===== src/tec_pkg.sv =====
package tec_pkg;

    // ------------------------------------------------------------------
    // register map
    // ------------------------------------------------------------------
    localparam int          TEC_ADDR_W     = 12;
    localparam logic [31:0] TEC_CTL0_IDX   = 32'hFFFF5590;
    localparam logic [31:0] TEC_CTL1_IDX   = 32'hFFFFF591;
    localparam logic [11:0] TEC_CTL0_ADDR  = {TEC_CTL0_IDX[9:0], 2'b00};
    localparam logic [11:0] TEC_CTL1_ADDR  = {TEC_CTL1_IDX[9:0], 2'b00};
    localparam logic [11:0] TEC_CCR0_ADDR  = 12'h650;
    localparam logic [11:0] TEC_CCR1_ADDR  = 12'h654;
    localparam logic [11:0] TEC_CNT_ADDR   = 12'h658;
    localparam logic [11:0] TEC_OUTC_ADDR  = 12'h65C;
    localparam logic [11:0] TEC_CAPE_ADDR  = 12'h660;
    localparam logic [11:0] TEC_EVTE_ADDR  = 12'h664;
    localparam logic [11:0] TEC_STAT_ADDR  = 12'h668;

    // ------------------------------------------------------------------
    // field positions
    // ------------------------------------------------------------------
    localparam int TEC_CTL0_RUN_BIT  = 7;
    localparam int TEC_CTL0_CKS_MSB  = 2;
    localparam int TEC_CTL1_SYNC_BIT = 7;
    localparam int TEC_CTL1_TRIG_BIT = 6;
    localparam int TEC_CTL1_EEE_BIT  = 5;
    localparam int TEC_CTL1_MD_MSB   = 2;
    localparam int TEC_STAT_OVF_BIT  = 0;

    // ------------------------------------------------------------------
    // reset values and timing
    // ------------------------------------------------------------------
    localparam logic [7:0]  TEC_CTL_RST    = 8'h00;
    localparam logic [3:0]  TEC_IOC_RST    = 4'h0;
    localparam logic [15:0] TEC_CCR_RST    = 16'h0000;
    localparam logic [15:0] TEC_CNT_IDLE   = 16'hFFFF;
    localparam logic [15:0] TEC_CNT_RD_OFF = 16'h0000;
    localparam int          TEC_PRE_W      = 7;
    localparam logic [2:0]  TEC_CKS_SUB    = 3'h7;

    // ------------------------------------------------------------------
    // types
    // ------------------------------------------------------------------
    typedef enum logic [2:0] {
        TEC_INTERVAL, TEC_EVENT, TEC_EXT_TRIG, TEC_ONE_SHOT,
        TEC_PWM, TEC_FREE_RUN, TEC_PULSE_MEAS, TEC_PROHIBITED
    } tec_mode_t;

    typedef struct packed {
        logic       run_enable;
        logic [3:0] zero;
        logic [2:0] clk_sel;
    } tec_ctl0_t;

    typedef struct packed {
        logic       slave_sync_enable;
        logic       software_trigger;
        logic       external_event_select;
        logic [1:0] zero;
        logic [2:0] mode_sel;
    } tec_ctl1_t;

    typedef struct packed {
        logic rise;
        logic fall;
    } tec_edge_t;

    // cfg 00 none, 01 rising, 10 falling, 11 both
    function automatic logic tec_edge_ok(input logic [1:0] cfg, input tec_edge_t e);
        return (cfg[0] & e.rise) | (cfg[1] & e.fall);
    endfunction

endpackage


===== src/tec_edge_det.sv =====
`timescale 1ns/10ps
module tec_edge_det
    import tec_pkg::*;
(
    input  wire logic      pclk,
    input  wire logic      presetn,
    input  wire logic      pin,
    output tec_edge_t      edges
);
    logic [2:0] sync_ff;
    logic       level_ff;
    tec_edge_t  edges_ff;
    wire        agree = sync_ff[1] == sync_ff[2];

    // a change counts only once stages two and three agree
    always_ff @(posedge pclk or negedge presetn) begin
        if (!presetn) begin
            sync_ff  <= 3'h0;
            level_ff <= 1'b0;
            edges_ff <= '0;
        end else begin
            sync_ff  <= {sync_ff[1:0], pin};
            level_ff <= agree ? sync_ff[2] : level_ff;
            edges_ff <= '{rise: agree & sync_ff[2] & ~level_ff,
                          fall: agree & ~sync_ff[2] & level_ff};
        end
    end

    assign edges = edges_ff;
endmodule


===== src/tec_timer_ctrl.sv =====
// Design decision made here: register access over APB.
`timescale 1ns/10ps
module tec_timer_ctrl
    import tec_pkg::*;
#(
    parameter int CHANNEL = 0
)
(
    input  wire logic                  pclk,
    input  wire logic                  presetn,
    input  wire logic                  psel,
    input  wire logic                  penable,
    input  wire logic                  pwrite,
    input  wire logic [TEC_ADDR_W-1:0] paddr,
    input  wire logic [31:0]           pwdata,
    output logic      [31:0]           prdata,
    output logic                       pready,
    output logic                       pslverr,
    input  wire logic                  timer_input_0,
    input  wire logic                  timer_input_1,
    input  wire logic                  subclock,
    input  wire logic                  master_clear,
    output logic                       sync_clear,
    output logic                       compare_match_irq_0,
    output logic                       compare_match_irq_1,
    output logic                       timer_output_0,
    output logic                       timer_output_1
);
    // ------------------------------------------------------------------
    // state
    // ------------------------------------------------------------------
    tec_ctl0_t              ctl0_ff;
    tec_ctl1_t              ctl1_ff;
    logic [3:0]             outc_ff;
    logic [3:0]             cape_ff;
    logic [3:0]             evte_ff;
    logic [15:0]            cnt_ff;
    logic [TEC_PRE_W-1:0]   pre_ff;
    logic                   armed_ff;
    logic                   started_ff;
    logic                   ovf_ff;
    logic                   sync_ff;
    logic [31:0]            prdata_ff;
    logic [15:0]            ccr_ff [2];
    logic [15:0]            buf_ff [2];
    logic [1:0]             irq_ff;
    logic [1:0]             tstate_ff;
    logic [1:0]             tout_ff;
    tec_edge_t              in_edge [2];
    tec_edge_t              sub_edge;

    // ------------------------------------------------------------------
    // pin edge detection
    // ------------------------------------------------------------------
    tec_edge_det u_in0 (
        .pclk    (pclk),
        .presetn (presetn),
        .pin     (timer_input_0),
        .edges   (in_edge[0])
    );
    tec_edge_det u_in1 (
        .pclk    (pclk),
        .presetn (presetn),
        .pin     (timer_input_1),
        .edges   (in_edge[1])
    );
    // sampled by pclk, so a stopped main clock also stops subclock counting
    tec_edge_det u_sub (
        .pclk    (pclk),
        .presetn (presetn),
        .pin     (subclock),
        .edges   (sub_edge)
    );

    // ------------------------------------------------------------------
    // apb decode
    // ------------------------------------------------------------------
    wire hit_ctl0 = paddr == TEC_CTL0_ADDR;
    wire hit_ctl1 = paddr == TEC_CTL1_ADDR;
    wire hit_ccr0 = paddr == TEC_CCR0_ADDR;
    wire hit_ccr1 = paddr == TEC_CCR1_ADDR;
    wire hit_cnt  = paddr == TEC_CNT_ADDR;
    wire hit_outc = paddr == TEC_OUTC_ADDR;
    wire hit_cape = paddr == TEC_CAPE_ADDR;
    wire hit_evte = paddr == TEC_EVTE_ADDR;
    wire hit_stat = paddr == TEC_STAT_ADDR;
    wire mapped   = hit_ctl0 | hit_ctl1 | hit_ccr0 | hit_ccr1 | hit_cnt |
                    hit_outc | hit_cape | hit_evte | hit_stat;
    wire wr       = psel & penable & pwrite & mapped;
    wire rd_setup = psel & ~penable & ~pwrite;

    assign pready  = psel & penable;
    assign pslverr = psel & penable & ~mapped;

    // ------------------------------------------------------------------
    // count clock selection
    // ------------------------------------------------------------------
    wire            run       = ctl0_ff.run_enable;
    tec_mode_t      mode;
    assign mode = tec_mode_t'(ctl1_ff.mode_sel);
    wire [TEC_PRE_W-1:0] pre_mask = TEC_PRE_W'((8'h01 << ctl0_ff.clk_sel) - 8'h01);
    wire            odd_chan  = CHANNEL % 2 == 1;
    wire            use_sub   = odd_chan && ctl0_ff.clk_sel == TEC_CKS_SUB;
    wire            int_tick  = use_sub ? sub_edge.rise
                                        : (pre_ff & pre_mask) == pre_mask;
    wire            ext_evt   = tec_edge_ok(evte_ff[3:2], in_edge[0]);
    wire            ext_trg   = tec_edge_ok(evte_ff[1:0], in_edge[0]);
    wire            use_evt   = ctl1_ff.external_event_select | mode == TEC_EVENT;
    wire            trig_mode = mode == TEC_EXT_TRIG || mode == TEC_ONE_SHOT;
    wire            counting  = trig_mode ? armed_ff : 1'b1;
    wire            cnt_tick  = run & counting & (use_evt ? ext_evt : int_tick);
    wire            cmp_mode  = mode != TEC_PULSE_MEAS;
    wire            clr_mode  = mode <= TEC_PWM;
    wire            pwm_type  = mode == TEC_EXT_TRIG || mode == TEC_ONE_SHOT || mode == TEC_PWM;

    // only the two trigger modes honour a written trigger bit
    wire sw_trig = wr & hit_ctl1 & pwdata[TEC_CTL1_TRIG_BIT];
    wire trig    = run & trig_mode & (sw_trig | ext_trg);
    wire slv_clr = run & ctl1_ff.slave_sync_enable & master_clear;

    wire [1:0] match;
    wire       clr_at_0 = match[0] & clr_mode;

    // ------------------------------------------------------------------
    // 16-bit counter
    // ------------------------------------------------------------------
    logic [15:0] nxt_cnt;
    always_comb begin
        nxt_cnt = cnt_ff;
        if (!run) begin
            nxt_cnt = TEC_CNT_IDLE;
        end else if (trig || slv_clr) begin
            nxt_cnt = 16'h0000;
        end else if (cnt_tick) begin
            if (clr_at_0 && mode == TEC_ONE_SHOT) begin
                nxt_cnt = TEC_CNT_IDLE;
            end else if (clr_at_0) begin
                nxt_cnt = 16'h0000;
            end else begin
                nxt_cnt = cnt_ff + 16'h0001;
            end
        end
    end

    wire ovf_set = cnt_tick & started_ff & ~clr_at_0 & cnt_ff == TEC_CNT_IDLE;
    wire ovf_clr = wr & hit_stat & pwdata[TEC_STAT_OVF_BIT];

    always_ff @(posedge pclk or negedge presetn) begin
        if (!presetn) begin
            cnt_ff     <= TEC_CNT_IDLE;
            pre_ff     <= '0;
            started_ff <= 1'b0;
            armed_ff   <= 1'b0;
            ovf_ff     <= 1'b0;
            sync_ff    <= 1'b0;
        end else begin
            cnt_ff     <= nxt_cnt;
            pre_ff     <= run ? pre_ff + 1'b1 : '0;
            started_ff <= run & (started_ff | cnt_tick);
            armed_ff   <= run & (trig | (armed_ff & ~(cnt_tick & clr_at_0 & mode == TEC_ONE_SHOT)));
            // set wins over a clear in the same cycle
            ovf_ff     <= run & (ovf_set | (ovf_ff & ~ovf_clr));
            sync_ff    <= run & (trig | (cnt_tick & clr_at_0));
        end
    end
    assign sync_clear = sync_ff;

    // ------------------------------------------------------------------
    // control registers
    // ------------------------------------------------------------------
    // reserved bits are stored as zero whatever software writes
    always_ff @(posedge pclk or negedge presetn) begin
        if (!presetn) begin
            ctl0_ff <= TEC_CTL_RST;
            ctl1_ff <= TEC_CTL_RST;
            outc_ff <= TEC_IOC_RST;
            cape_ff <= TEC_IOC_RST;
            evte_ff <= TEC_IOC_RST;
        end else begin
            if (wr && hit_ctl0) begin
                ctl0_ff <= '{run_enable: pwdata[TEC_CTL0_RUN_BIT], zero: 4'h0,
                             clk_sel: pwdata[TEC_CTL0_CKS_MSB:0]};
            end
            if (wr && hit_ctl1) begin
                ctl1_ff <= '{slave_sync_enable: pwdata[TEC_CTL1_SYNC_BIT], software_trigger: 1'b0,
                             external_event_select: pwdata[TEC_CTL1_EEE_BIT], zero: 2'h0,
                             mode_sel: pwdata[TEC_CTL1_MD_MSB:0]};
            end
            if (wr && hit_outc) begin
                outc_ff <= pwdata[3:0];
            end
            if (wr && hit_cape) begin
                cape_ff <= pwdata[3:0];
            end
            if (wr && hit_evte) begin
                evte_ff <= pwdata[3:0];
            end
        end
    end

    // ------------------------------------------------------------------
    // compare channels and output controller
    // ------------------------------------------------------------------
    for (genvar m = 0; m < 2; m++) begin : g_ch
        wire hit_ccr = m == 0 ? hit_ccr0 : hit_ccr1;
        wire cap     = run & mode == TEC_PULSE_MEAS & tec_edge_ok(cape_ff[2*m+1 -: 2], in_edge[m]);
        wire ol      = outc_ff[2*m+1];
        wire oe      = outc_ff[2*m];
        assign match[m] = cnt_tick & cmp_mode & cnt_ff == buf_ff[m];

        always_ff @(posedge pclk or negedge presetn) begin
            if (!presetn) begin
                ccr_ff[m] <= TEC_CCR_RST;
                buf_ff[m] <= TEC_CCR_RST;
            end else if (cap) begin
                ccr_ff[m] <= cnt_ff;
            end else if (wr && hit_ccr) begin
                ccr_ff[m] <= pwdata[15:0];
                buf_ff[m] <= cmp_mode ? pwdata[15:0] : buf_ff[m];
            end
        end

        logic nxt_tstate;
        always_comb begin
            nxt_tstate = tstate_ff[m];
            if (!run) begin
                nxt_tstate = 1'b0;
            end else if (pwm_type && m == 1) begin
                nxt_tstate = match[1] ? 1'b1 : (clr_at_0 ? 1'b0 : tstate_ff[m]);
            end else if (match[m]) begin
                nxt_tstate = ~tstate_ff[m];
            end
        end

        always_ff @(posedge pclk or negedge presetn) begin
            if (!presetn) begin
                irq_ff[m]    <= 1'b0;
                tstate_ff[m] <= 1'b0;
                tout_ff[m]   <= 1'b0;
            end else begin
                irq_ff[m]    <= match[m];
                tstate_ff[m] <= nxt_tstate;
                tout_ff[m]   <= oe ? nxt_tstate ^ ol : ol;
            end
        end
    end

    assign compare_match_irq_0 = irq_ff[0];
    assign compare_match_irq_1 = irq_ff[1];
    assign timer_output_0      = tout_ff[0];
    assign timer_output_1      = tout_ff[1];

    // ------------------------------------------------------------------
    // read data
    // ------------------------------------------------------------------
    wire [15:0] cnt_view = run ? cnt_ff : TEC_CNT_RD_OFF;
    wire [31:0] rd_mux   = hit_ctl0 ? {24'h0, ctl0_ff} :
                           hit_ctl1 ? {24'h0, ctl1_ff} :
                           hit_ccr0 ? {16'h0, ccr_ff[0]} :
                           hit_ccr1 ? {16'h0, ccr_ff[1]} :
                           hit_cnt  ? {16'h0, cnt_view} :
                           hit_outc ? {28'h0, outc_ff} :
                           hit_cape ? {28'h0, cape_ff} :
                           hit_evte ? {28'h0, evte_ff} :
                           hit_stat ? {31'h0, ovf_ff} : 32'h0;

    always_ff @(posedge pclk or negedge presetn) begin
        if (!presetn) begin
            prdata_ff <= 32'h0;
        end else if (rd_setup) begin
            prdata_ff <= rd_mux;
        end
    end
    assign prdata = prdata_ff;
endmodule


===== config.mk =====
export PLATFORM = sky130hd
export DESIGN_NAME = tec_timer_ctrl
export DESIGN_NICKNAME = d
export VERILOG_FILES = /design/src/tec_pkg.sv /design/src/tec_edge_det.sv /design/src/tec_timer_ctrl.sv
export SDC_FILE = /design/constraint.sdc
export NUM_CORES = 1
export LEC_CHECK = 0
export BUFFER_PORTS_ARGS = -buffer_cell sky130_fd_sc_hd__buf_2
export CELL_PAD_IN_SITES_DETAIL_PLACEMENT = 1
export CELL_PAD_IN_SITES_GLOBAL_PLACEMENT = 1
export CORE_ASPECT_RATIO = 1.1
export CORE_MARGIN = 2
export CORE_UTILIZATION = 50
export CTS_CLUSTER_SIZE = 24
export DETAILED_ROUTE_END_ITERATION = 6
export PLACE_DENSITY = 0.95
export SKIP_CTS_REPAIR_TIMING = 1
export SYNTH_ARGS = -nofsm -noshare
export SYNTH_HDL_FRONTEND = slang
export SYNTH_SLANG_ARGS = --single-unit

===== constraint.sdc =====
create_clock -name pclk -period 7 [get_ports pclk]
set_input_delay 0.35 -clock pclk [delete_from_list [all_inputs] [get_ports pclk]]
set_output_delay 0.35 -clock pclk [all_outputs]
set_load 0.01 [all_outputs]

==> results of run 1 <==
-- area by class of cell --
class	instances	area (um^2)
clock buffer	17	425
clock inverter	15	184
fill	1604	6430
inverter	19	71.3
multi-input combinational	511	3560
sequential	146	3670
tap	196	245
timing repair buffer	62	352
-- Yosys cell counts (all sizes together), types with 3 or more instances --
cell / number / share of area
dfrtp: 130 / 0.43
nor2: 83 / 0.042
mux2: 52 / 0.077
a21oi: 48 / 0.032
mux2i: 39 / 0.052
nand2: 37 / 0.018
buf: 36 / 0.031
clkbuf: 30 / 0.015
xor2: 29 / 0.034
xnor2: 21 / 0.024
o21ai: 20 / 0.013
inv: 19 / 0.0094
dfstp: 16 / 0.055
a22oi: 15 / 0.015
nand3: 15 / 0.011
a31oi: 13 / 0.011
o221ai: 12 / 0.014
nor4: 11 / 0.013
nor2b: 9 / 0.0074
nor3: 9 / 0.0066
nand4: 8 / 0.0066
nand2b: 7 / 0.0058
and2: 6 / 0.0050
ha: 6 / 0.0099
o21a: 5 / 0.0050
a222oi: 4 / 0.0053
and3: 4 / 0.0033
nor3b: 3 / 0.0045
o211ai: 3 / 0.0030
-- cells by family (layout without fill, tap and decap cells) --
| logic type | Yosys count | after routing |
|---|---|---|
| and+or+nand+nor | 206 | 206 |
| DFF | 146 | 146 |
| AOI/OAI and AO/OA | 142 | 142 |
| muxes | 91 | 91 |
| buffers and inverters | 85 | 113 |
| xor gates and xnor gates | 50 | 50 |
| adders and majority gates | 6 | 6 |
| other | 1 | 16 |
-- path summary, 6_finish.rpt --
check | startpoint | end | slack (ns) | cells after the start
hold reg to reg | u_in1.sync_ff[0] | u_in1.sync_ff[1] | 0.35 | 0
hold / removal | presetn | ccr_ff[13] | -0.04 | 1
setup / recovery | run | cnt_ff[11] | 3.42 | 7
setup reg to reg | run | cnt_ff[11] | 3.42 | 7
min in group pclk | timer_input_0 | u_in0.sync_ff[0] | 0.02 | 1
max in group asynchronous | presetn | ccr_ff[27] | 5.66 | 2
-- report_power, final --
part / switching, uW / internal (uW)
Clock: 398 / 564
Combinational: 82.9 / 41.5
Sequential: 19.3 / 870
Total: 500 / 1480
-- critical path: cells and delay by family (launching register included) --
kind / cells / cell delay (ns)
buffers and inverters: 1 / 0.50
and+or+nand+nor: 2 / 0.78
DFF: 1 / 0.95
AOI/OAI and AO/OA: 4 / 1.22
-- through the flow --
step / worst slack [ns] / power, uW / area [um^2] / instances
after floorplan: 4.67 / 961 / 7630 / 742
after global placement: 3.81 / 1010 / 7860 / 932
after detailed placement: 3.68 / 1020 / 7860 / 932
after CTS: 3.49 / 1970 / 8470 / 964
after global routing: 3.28 / 2020 / 8510 / 966
final: 3.42 / 1980 / 8510 / 966
-- metal layers --
metal	share of wire	routed length, um	vias up	track usage
li1	-	-	2598	-
met1	0.38	10100	3235	0.422
met2	0.49	13000	446	0.574
met3	0.073	1960	149	0.0664
met4	0.062	1660	0	0.167
met5	0	0	-	0
-- sequential cells by signal, indices dropped and copies added (netlist names), 4 cells and up --
register and cells:
prdata 16, ccr_ff 32, pre_ff 7, evte_ff 4
cnt_ff 16, buf_ff 32, cape_ff 4, outc_ff 4
==> out/qor.csv, run 1 <==
stage,metric,value,unit
clocking,htreeDepth,4,
global_route,grt_remaining_overflow,0,
placement,gp_routability_congestion,0.880,
setup_path,critPathLaunchType,flip-flop,
timing,finalCritPeriodShare,0.512,
power,leakagePower,0.00379,uW
timing,max_freq,279,MHz
timing,slew_viol_final,0,
flow_run,cap_violations,0,
routing,finalWirelength,26.8,mm
global_route,grt_pass1_vias,6918,
finish,final_cell_mix,"130 x dfrtp_1, 81 x nor2_1, 57 x buf_2, 52 x mux2_2, 48 x a21oi_1",
setup_path,crit_fanout,23,
floorplanning,fp.dieH,133,um
global_route,grtUsageTotal,0.342,
run_status,violations,hold timing,
global_route,grt_antenna_before_repair,0,
floorplanning,coreArea,14900,um^2
finish,diodes,0,
global_route,grt_max_degree,84,
routing,ant_nets,0,
timing,clock_skew,0.0106,ns
synthesis,synth_xor_area_frac,0.0578,
power,power_density,232,nW/um^2
power,vdd_ir_drop_max,0.000176,V
timing,worst_pin_slew,1.34,ns
timing,setup_tns,0,ns
synthesis,post_synth_num_cell_types,64,
clocking,cts_buffers,17,
finish,nets,816,
finish,drive_gt1_frac,0.231,
routing,avgRoutedWirePerCell,27.7,um
synthesis,avgSynthCellArea,10.4,um^2
synthesis,synth_mux_area_frac,0.129,
routing,first_pass_iters,5,
timing,rsz0062_at_grt,false,
setup_path,critPathKind,reg -> reg,
routing,vias,6428,
floorplanning,dieWidth,121,um
setup_path,crit_chain,inv_1 > a21o_1 > a21oi_1 > o21a_1 > and3_1 > nor2_1 > o21ai_0,
synthesis,synth_compound_area_frac,0.124,
timing,finalHoldViolCount,38,
placement,io_buffers,58,
clocking,worstSkewPairLatency,0.44,ns
floorplanning,core.rowCount,47,
clocking,clk_pin_slew,0.07,ns
synthesis,synth_seq_area_share,0.485,
routing,drc,0,
clocking,tritoncts,yes,
timing,period_needed,3.58,ns
synthesis,synth_simple_gate_area_share,0.139,
synthesis,netlist_instances,727,
setup_path,critPathMaxStageDelay,0.95,ns
finish,final_common_cell,dfrtp_1,
clocking,root_buffer,clkbuf_16,
timing,setup_viol,0,
placement,place_hpwl,15.7,mm
synthesis,postSynth.asyncResetShare,1.00,
floorplanning,start_util,0.507,
setup_path,crit_arrival,3.90,ns
floorplanning,floorplan.die_area,16200,um^2
timing,hold_slack,-0.0435,ns
worst_hold_path,hp-class,in -> async,
synthesis,synth_warnings,0,
timing,max_slew_margin,0.0997,
floorplanning,io_pins,92,
synthesis,synth_area,7580,um^2
setup_path,cp_slowest_cell,dfrtp_1,
setup_path,endpoint_kind,flip-flop,
routing,detail_route.vias_per_cell,6.65,
run_status,status,"finished, violations left",
synthesis,synth_edf_count,0,
synthesis,synth_top_family_by_area,simple AND/OR/NAND/NOR gates,
global_route,grt_pass1_wl,41.6,mm
clocking,cts_max_path_buffers,2,
setup_path,cp.required,7.32,ns
finish,syn_to_final_growth,12.3,%
routing,drt_iter0_markers,980,
synthesis,synth_ff_type,dfrtp_1,
clocking,cts_sinks,146,
synthesis,synthAdderAreaFrac,0.00991,
finish,final_core_util,0.570,
synthesis,ys_ff_latch,146,
Power figures use the tool's default switching activity.
==> run 2, diff against run 1 <==
--- a/config.mk
+++ b/config.mk
@@ -10,10 +10,10 @@
 export CELL_PAD_IN_SITES_GLOBAL_PLACEMENT = 1
 export CORE_ASPECT_RATIO = 1.1
 export CORE_MARGIN = 2
-export CORE_UTILIZATION = 50
+export CORE_UTILIZATION = 46
 export CTS_CLUSTER_SIZE = 24
 export DETAILED_ROUTE_END_ITERATION = 6
-export PLACE_DENSITY = 0.95
+export PLACE_DENSITY = 0.89
 export SKIP_CTS_REPAIR_TIMING = 1
 export SYNTH_ARGS = -nofsm -noshare
 export SYNTH_HDL_FRONTEND = slang
==> constraint.sdc (replaced) <==
create_clock -name pclk -period 3.6 [get_ports pclk]
set_input_delay 0.18 -clock pclk [delete_from_list [all_inputs] [get_ports pclk]]
set_output_delay 0.18 -clock pclk [all_outputs]
set_load 0.01 [all_outputs]
==> run 2 against run 1 <==
  * The flow now finishes without violations
  * Power is 89% higher
  * Die area rose by 8.4%
  * Largest cell class unchanged
  * Critical path depth is the same
  * Wire length decreased by 8.5%
==> out/qor.csv, run 2 (synthesized netlist as in run 1, its figures left out) <==
stage,metric,value,unit,change
run_status,status,"complete, no violations",,
worst_hold_path,hp-class,in -> reg,,
floorplanning,core.rowCount,49,,+4.3%
timing,period_needed,3.02,ns,-0.562 ns
floorplanning,fp.dieH,139,um,+4.1%
setup_path,crit_start,cnt_ff[9],,
setup_path,critPathKind,reg -> reg,,
global_route,grt_antenna_before_repair,0,,unchanged
timing,clock_skew,0.0101,ns,-0.000489 ns
timing,setup_tns,0,ns,unchanged
timing,max_slew_margin,0.245,,+0.145
setup_path,cp-endpoint,cnt_ff[4],,
floorplanning,io_pins,92,,unchanged
setup_path,cp_slowest_cell,dfstp_2,,
global_route,grt_max_degree,92,,+9.5%
placement,place_hpwl,15.0,mm,-4.1%
global_route,grt_pass1_vias,6726,,-2.8%
clocking,cts_sinks,146,,unchanged
setup_path,cp.required,3.92,ns,-3.40 ns
setup_path,crit_arrival,3.33,ns,-0.57 ns
clocking,root_buffer,clkbuf_16,,
routing,finalWirelength,24.5,mm,-8.5%
clocking,worstSkewPairLatency,0.44,ns,about the same
finish,syn_to_final_growth,13.1,%,
setup_path,critPathMaxStageDelay,0.68,ns,-0.27 ns
floorplanning,dieWidth,126,um,+4.1%
worst_hold_path,hp-start,pwdata[10],,
setup_path,reg2reg_depth,7,,unchanged
routing,detail_route.vias_per_cell,6.27,,-5.8%
setup_path,critPathLaunchType,flip-flop,,
finish,top_regs,"buf_ff (32), ccr_ff (32)",,
timing,hold_slack,0.0511,ns,+0.0946 ns
routing,vias,6196,,-3.6%
setup_path,rrSetupSlack,0.58,ns,-2.84 ns
global_route,grtUsageTotal,0.284,,-0.0578
routing,ant_nets,0,,unchanged
global_route,grt_remaining_overflow,0,,unchanged
timing,worst_pin_slew,1.13,ns,-0.205 ns
power,seq_power_share,0.462,,+0.012
power,switchingPower,992,uW,+98%
power,clkPwrFrac,0.474,,-0.013
timing,slew_viol_final,0,,unchanged
timing,setup_viol,0,,unchanged
timing,rsz0062_at_grt,false,,
timing,max_freq,331,MHz,+19%
routing,avgRoutedWirePerCell,24.8,um,-11%
clocking,tritoncts,yes,,
setup_path,crit_chain,xor2_1 > nor4_1 > nand4_1 > nor2_1 > and3_1 > nor2_1 > o221ai_1,,
clocking,cts_buffers,17,,unchanged
setup_path,r2r-end,cnt_ff[4],,
power,vdd_ir_drop_max,0.000299,V,+69%
clocking,clk_pin_slew,0.06,ns,about the same
clocking,cts_max_path_buffers,2,,unchanged
routing,drc,0,,unchanged
finish,drive_gt1_frac,0.240,,+0.00863
setup_path,endpoint_kind,flip-flop,,
power,leakagePower,0.00382,uW,+0.89%
finish,final_common_cell,dfrtp_1,,
finish,nets,830,,+1.7%
power,p_int,2750,uW,+86%
flow_run,cap_violations,0,,unchanged
placement,io_buffers,58,,unchanged
floorplanning,start_util,0.466,,-0.0409
floorplanning,floorplan.die_area,17500,um^2,+8.4%
power,p_comb_frac,0.064,,about the same
clocking,htreeDepth,4,,unchanged
placement,gp_routability_congestion,0.854,,-2.9%
setup_path,reg2reg_from,cnt_ff[9],,
setup_path,crit_top_cell,nor2_1,,
routing,drt_iter0_markers,517,,-47%
finish,diodes,0,,unchanged
timing,finalCritPeriodShare,0.839,,+0.327
timing,finalHoldViolCount,0,,-100%
power,sw_frac_of_total,0.265,,+0.0118
setup_path,crit_fanout,15,,-35%
floorplanning,coreArea,16200,um^2,+8.8%
finish,final_cell_mix,"130 x dfrtp_1, 81 x nor2_1, 57 x buf_2, 52 x mux2_2, 48 x a21oi_1",,
global_route,grt_pass1_wl,38.8,mm,-6.6%
power,power_density,436,nW/um^2,+88%
routing,first_pass_iters,5,,unchanged
finish,nFillCells,1759,,+9.7%
run 2: worst max-delay path: cells and delay by family (launching register included):
| kind | cells | cell delay [ns] |
|---|---|---|
| xor+xnor | 1 | 0.14 |
| simple gates | 5 | 1.75 |
| flops | 1 | 0.68 |
| compound gates | 1 | 0.32 |
run 2: per-stage QoR:
stage | utilization | total power (uW) | instances | setup slack, ns | cell area [um^2]
floorplan | - | 1870 | 742 | 1.27 | 7630
CTS | 0.526 | 3750 | 985 | 0.621 | 8540
detailed placement | 0.490 | 1980 | 953 | 0.770 | 7970
global route | 0.528 | 3840 | 988 | 0.476 | 8570
finish | 0.528 | 3740 | 988 | 0.581 | 8570
global placement | 0.490 | 1970 | 953 | 0.974 | 7970
run 2: worst min path at each step:
stage	end	cells past startpoint
2_1_floorplan	armed_ff	0
3_3_place_gp	u_in1.sync_ff[0]	1
3_5_place_dp	u_in0.sync_ff[0]	1
4_1_cts	u_in0.sync_ff[0]	1
5_1_grt	buf_ff[8]	2
6_report	buf_ff[10]	2
run 2: final cells by class:
type                            count  area, um^2  area share
Multi-Input combinational cell    511        3560       0.415
Clock inverter                     14         145      0.0169
Timing Repair Buffer               76         439      0.0512
Clock buffer                       18         429      0.0501
Inverter                           19        71.3     0.00832
Sequential cell                   146        3670       0.429
Tap cell                          204         255      0.0298
run 2: power groups by stage:
stage          Sequential (uW)  Clock, uW  Combinational [uW]
3_5_place_dp              1750          0                 230
5_1_grt                   1730       1850                 263
3_3_place_gp              1750          0                 219
6_report                  1730       1770                 239
2_1_floorplan             1760          0                 112
4_1_cts                   1730       1790                 236
run 2: layer usage:
metal  vias to the layer above  global-route usage  wire [um]
met4                         0               0.141       1040
met1                      3198               0.348       9580
met5                         -                   0          0
li1                       2624                   -          -
met3                        80              0.0579       1540
met2                       294               0.476      12300
==> run 3, diff against run 2 <==
--- a/config.mk
+++ b/config.mk
@@ -5,15 +5,16 @@
 export SDC_FILE = /design/constraint.sdc
 export NUM_CORES = 1
 export LEC_CHECK = 0
+export ABC_AREA = 1
 export BUFFER_PORTS_ARGS = -buffer_cell sky130_fd_sc_hd__buf_2
 export CELL_PAD_IN_SITES_DETAIL_PLACEMENT = 1
 export CELL_PAD_IN_SITES_GLOBAL_PLACEMENT = 1
 export CORE_ASPECT_RATIO = 1.1
 export CORE_MARGIN = 2
-export CORE_UTILIZATION = 46
+export CORE_UTILIZATION = 40
 export CTS_CLUSTER_SIZE = 24
 export DETAILED_ROUTE_END_ITERATION = 6
-export PLACE_DENSITY = 0.89
+export PLACE_DENSITY = 0.86
 export SKIP_CTS_REPAIR_TIMING = 1
 export SYNTH_ARGS = -nofsm -noshare
 export SYNTH_HDL_FRONTEND = slang
==> constraint.sdc (replaced) <==
create_clock -name pclk -period 2.55 [get_ports pclk]
set_input_delay 0.1275 -clock pclk [delete_from_list [all_inputs] [get_ports pclk]]
set_output_delay 0.1275 -clock pclk [all_outputs]
set_load 0.01 [all_outputs]
==> run 3 against run 2 <==
  * Global-route usage decreased by 5.1 points
  * Via count is 19% higher
  * Maximum frequency increased by 28%
  * Core utilization down 7.2 points
  * Sequential cell count is the same
  * Hold slack worse by 0.043 ns
  * Clock skew about the same
  * Critical endpoint is now ovf_ff
==> out/qor.csv, run 3 <==
stage,metric,value,unit,change
routing,finalWirelength,24.8,mm,+1.1%
routing,vias,7377,,+19%
synthesis,synth_ff_type,dfrtp_1,,
synthesis,synth_top_area_cell,dfrtp_1,,
timing,rsz0062_at_grt,false,,
synthesis,synth_warnings,0,,unchanged
global_route,grt_pass1_wl,40.2,mm,+3.5%
clocking,tritoncts,yes,,
synthesis,synth.cells.most_frequent,"335 x nand2_1, 130 x dfrtp_1, 107 x nand3_1, 84 x inv_1, 67 x o21ai_0",,
power,vdd_ir_drop_max,0.000392,V,+31%
global_route,grt_remaining_overflow,0,,unchanged
placement,dp_slack,0.0465,ns,-0.724 ns
placement,place_hpwl,17.1,mm,+14%
setup_path,critPathMaxStageDelay,0.60,ns,-0.08 ns
clocking,cts_max_path_buffers,2,,unchanged
floorplanning,coreArea,20400,um^2,+26%
setup_path,crit_fanout,6,,-9
placement,io_buffers,58,,unchanged
setup_path,cp_slowest_cell,dfstp_2,,
timing,period_needed,2.36,ns,-0.660 ns
floorplanning,fp.dieH,155,um,+12%
floorplanning,floorplan.die_area,21800,um^2,+25%
setup_path,endpoint_kind,flip-flop,,
finish,top_regs,"buf_ff (32), ccr_ff (32)",,
finish,final_common_cell,nand2_1,,
synthesis,postSynth.asyncResetShare,1.00,,unchanged
synthesis,synth_seq_area_share,0.444,,-0.0406
global_route,grt_pass1_vias,7672,,+14%
global_route,grtUsageTotal,0.234,,-0.0506
setup_path,reg2reg_depth,9,,+2
synthesis,synth_edf_count,0,,unchanged
finish,nFillCells,2506,,+42%
worst_hold_path,hp-class,in -> reg,,
routing,ant_nets,0,,unchanged
clocking,htreeDepth,4,,unchanged
setup_path,critPathLaunchType,flip-flop,,
timing,max_freq,424,MHz,+28%
timing,clock_skew,0.0100,ns,-0.0000653 ns
setup_path,crit_chain,ha_1 > nand3_1 > nor2_1 > nand2_1 > nor4_2 > nand2_1 > nor3_1 > nand3_1 > a21oi_1,,
timing,finalCritPeriodShare,0.925,,+0.0867
setup_path,cp.required,2.92,ns,-1.00 ns
power,power_density,548,nW/um^2,+26%
routing,first_pass_iters,5,,unchanged
finish,syn_to_final_growth,12.6,%,
finish,regArea,3670,um^2,unchanged
routing,drt_iter0_markers,568,,+9.9%
synthesis,synth_area,8270,um^2,+9.1%
finish,nets,1153,,+39%
timing,slew_viol_final,0,,unchanged
synthesis,post_synth_num_cell_types,48,,-25%
synthesis,netlist_instances,1045,,+44%
finish,diodes,0,,unchanged
placement,postPlaceCellArea,8680,um^2,+9.0%
placement,place_inst,1328,,+39%
clocking,clk_pin_slew,0.07,ns,about the same
floorplanning,io_pins,92,,unchanged
routing,avgRoutedWirePerCell,18.2,um,-27%
worst_hold_path,holdPathStages,3,,+1
routing,drc,0,,unchanged
floorplanning,start_util,0.405,,-0.0617
placement,gp_routability_congestion,0.889,,+4.0%
timing,finalHoldViolCount,0,,unchanged
global_route,grt_antenna_before_repair,0,,unchanged
clocking,root_buffer,clkbuf_16,,
setup_path,critPathKind,reg -> reg,,
clocking,worstSkewPairLatency,0.44,ns,about the same
synthesis,yosysMostFrequentCell,nand2_1,,
floorplanning,core.rowCount,55,,+12%
finish,final_design_area_no_fill,9310,um^2,+8.6%
timing,setup_viol,0,,unchanged
timing,layout_setup_ws,0.190,ns,-0.390 ns
synthesis,ys_ff_latch,146,,unchanged
setup_path,critPathBufInv,0,,unchanged
power,leakagePower,0.00460,uW,+20%
routing,detail_route.vias_per_cell,5.41,,-14%
flow_run,cap_violations,0,,unchanged
timing,worst_pin_slew,1.31,ns,+0.177 ns
clocking,cts_sinks,146,,unchanged
floorplanning,dieWidth,141,um,+12%
global_route,grt_max_degree,67,,-27%
setup_path,critPathTopFamily,simple AND/OR/NAND/NOR gates,,
finish,multi_input_area,3910,um^2,+9.9%
timing,max_slew_margin,0.122,,-0.123
synthesis,avgSynthCellArea,7.92,um^2,-24%
setup_path,crit_cells,9,,+2
finish,drive_gt1_frac,0.175,,-0.0645
synthesis,synthTopCellsByArea,"dfrtp_1 39%, nand2_1 15%, nand3_1 6.5%, dfstp_2 5.1%, o21ai_0 4.1%",,
timing,setup_tns,0,ns,unchanged
setup_path,crit_arrival,2.73,ns,-0.60 ns
run_status,status,"complete, no violations",,
synthesis,synth.top_cell.area_share,0.393,,-0.0360
finish,final_cell_mix,"335 x nand2_1, 130 x dfrtp_1, 107 x nand3_1, 84 x inv_1, 67 x o21ai_0",,
finish,fin_cells,1363,,+38%
clocking,cts_buffers,17,,unchanged
## run 3: path summary, 6_finish.rpt
kind / start / to / slack [ns]
max in group asynchronous: presetn / ccr_ff[8] / 1.54
setup reg to reg: cnt_ff[0] / ovf_ff / 0.19
hold reg to reg: u_in1.sync_ff[0] / u_in1.sync_ff[1] / 0.36
setup / recovery: cnt_ff[0] / ovf_ff / 0.19
hold / removal: pwdata[13] / buf_ff[29] / 0.008
min in group asynchronous: presetn / u_in1.sync_ff[0] / 0.23
## run 3: area by class of cell
| cell class | count | area share |
|---|---|---|
| timing repair buffer | 79 | 0.0509 |
| multi-input combinational | 760 | 0.420 |
| clock buffer | 17 | 0.0457 |
| inverter | 90 | 0.0371 |
| clock inverter | 15 | 0.0175 |
| tap | 256 | 0.0344 |
| sequential | 146 | 0.395 |
## run 3: logic make-up after synthesis
group	Yosys count	share of synthesized area
buffers and inverters	154	0.0921
AOI/OAI and AO/OA	134	0.102
adders and majority gates	6	0.00908
other	1	0.000453
xor gates and xnor gates	40	0.0424
DFF	146	0.444
and+or+nand+nor	564	0.310
## run 3: power by group
group	leakage, uW	internal, uW	switching, uW
clock	0.000285	1390	1150
sequential	0.00180	2330	8.97
combinational	0.00252	56.3	160
## run 3: worst reg2reg max path, delay by kind of cell (launching register included)
| family | cells | cell delay (ns) |
|---|---|---|
| compound gates | 1 | 0.15 |
| fa+ha+maj | 1 | 0.22 |
| flops | 1 | 0.60 |
| simple gates | 7 | 1.33 |
## run 3: layer usage
| layer | vias up | track usage | wire length [um] |
|---|---|---|---|
| met5 | - | 0 | 0 |
| met4 | 0 | 0.102 | 842 |
| met3 | 57 | 0.0322 | 1050 |
| met2 | 195 | 0.403 | 12400 |
| met1 | 3673 | 0.292 | 10500 |
| li1 | 3452 | - | - |
## run 3: stage by stage
stage	util	hold WS [ns]	power, uW
floorplan	-	-0.168	2480
global placement	0.425	0.122	2590
detailed placement	0.425	0.127	2600
CTS	0.454	-0.341	5130
global route	0.456	0.0312	5250
finish	0.456	0.00794	5100
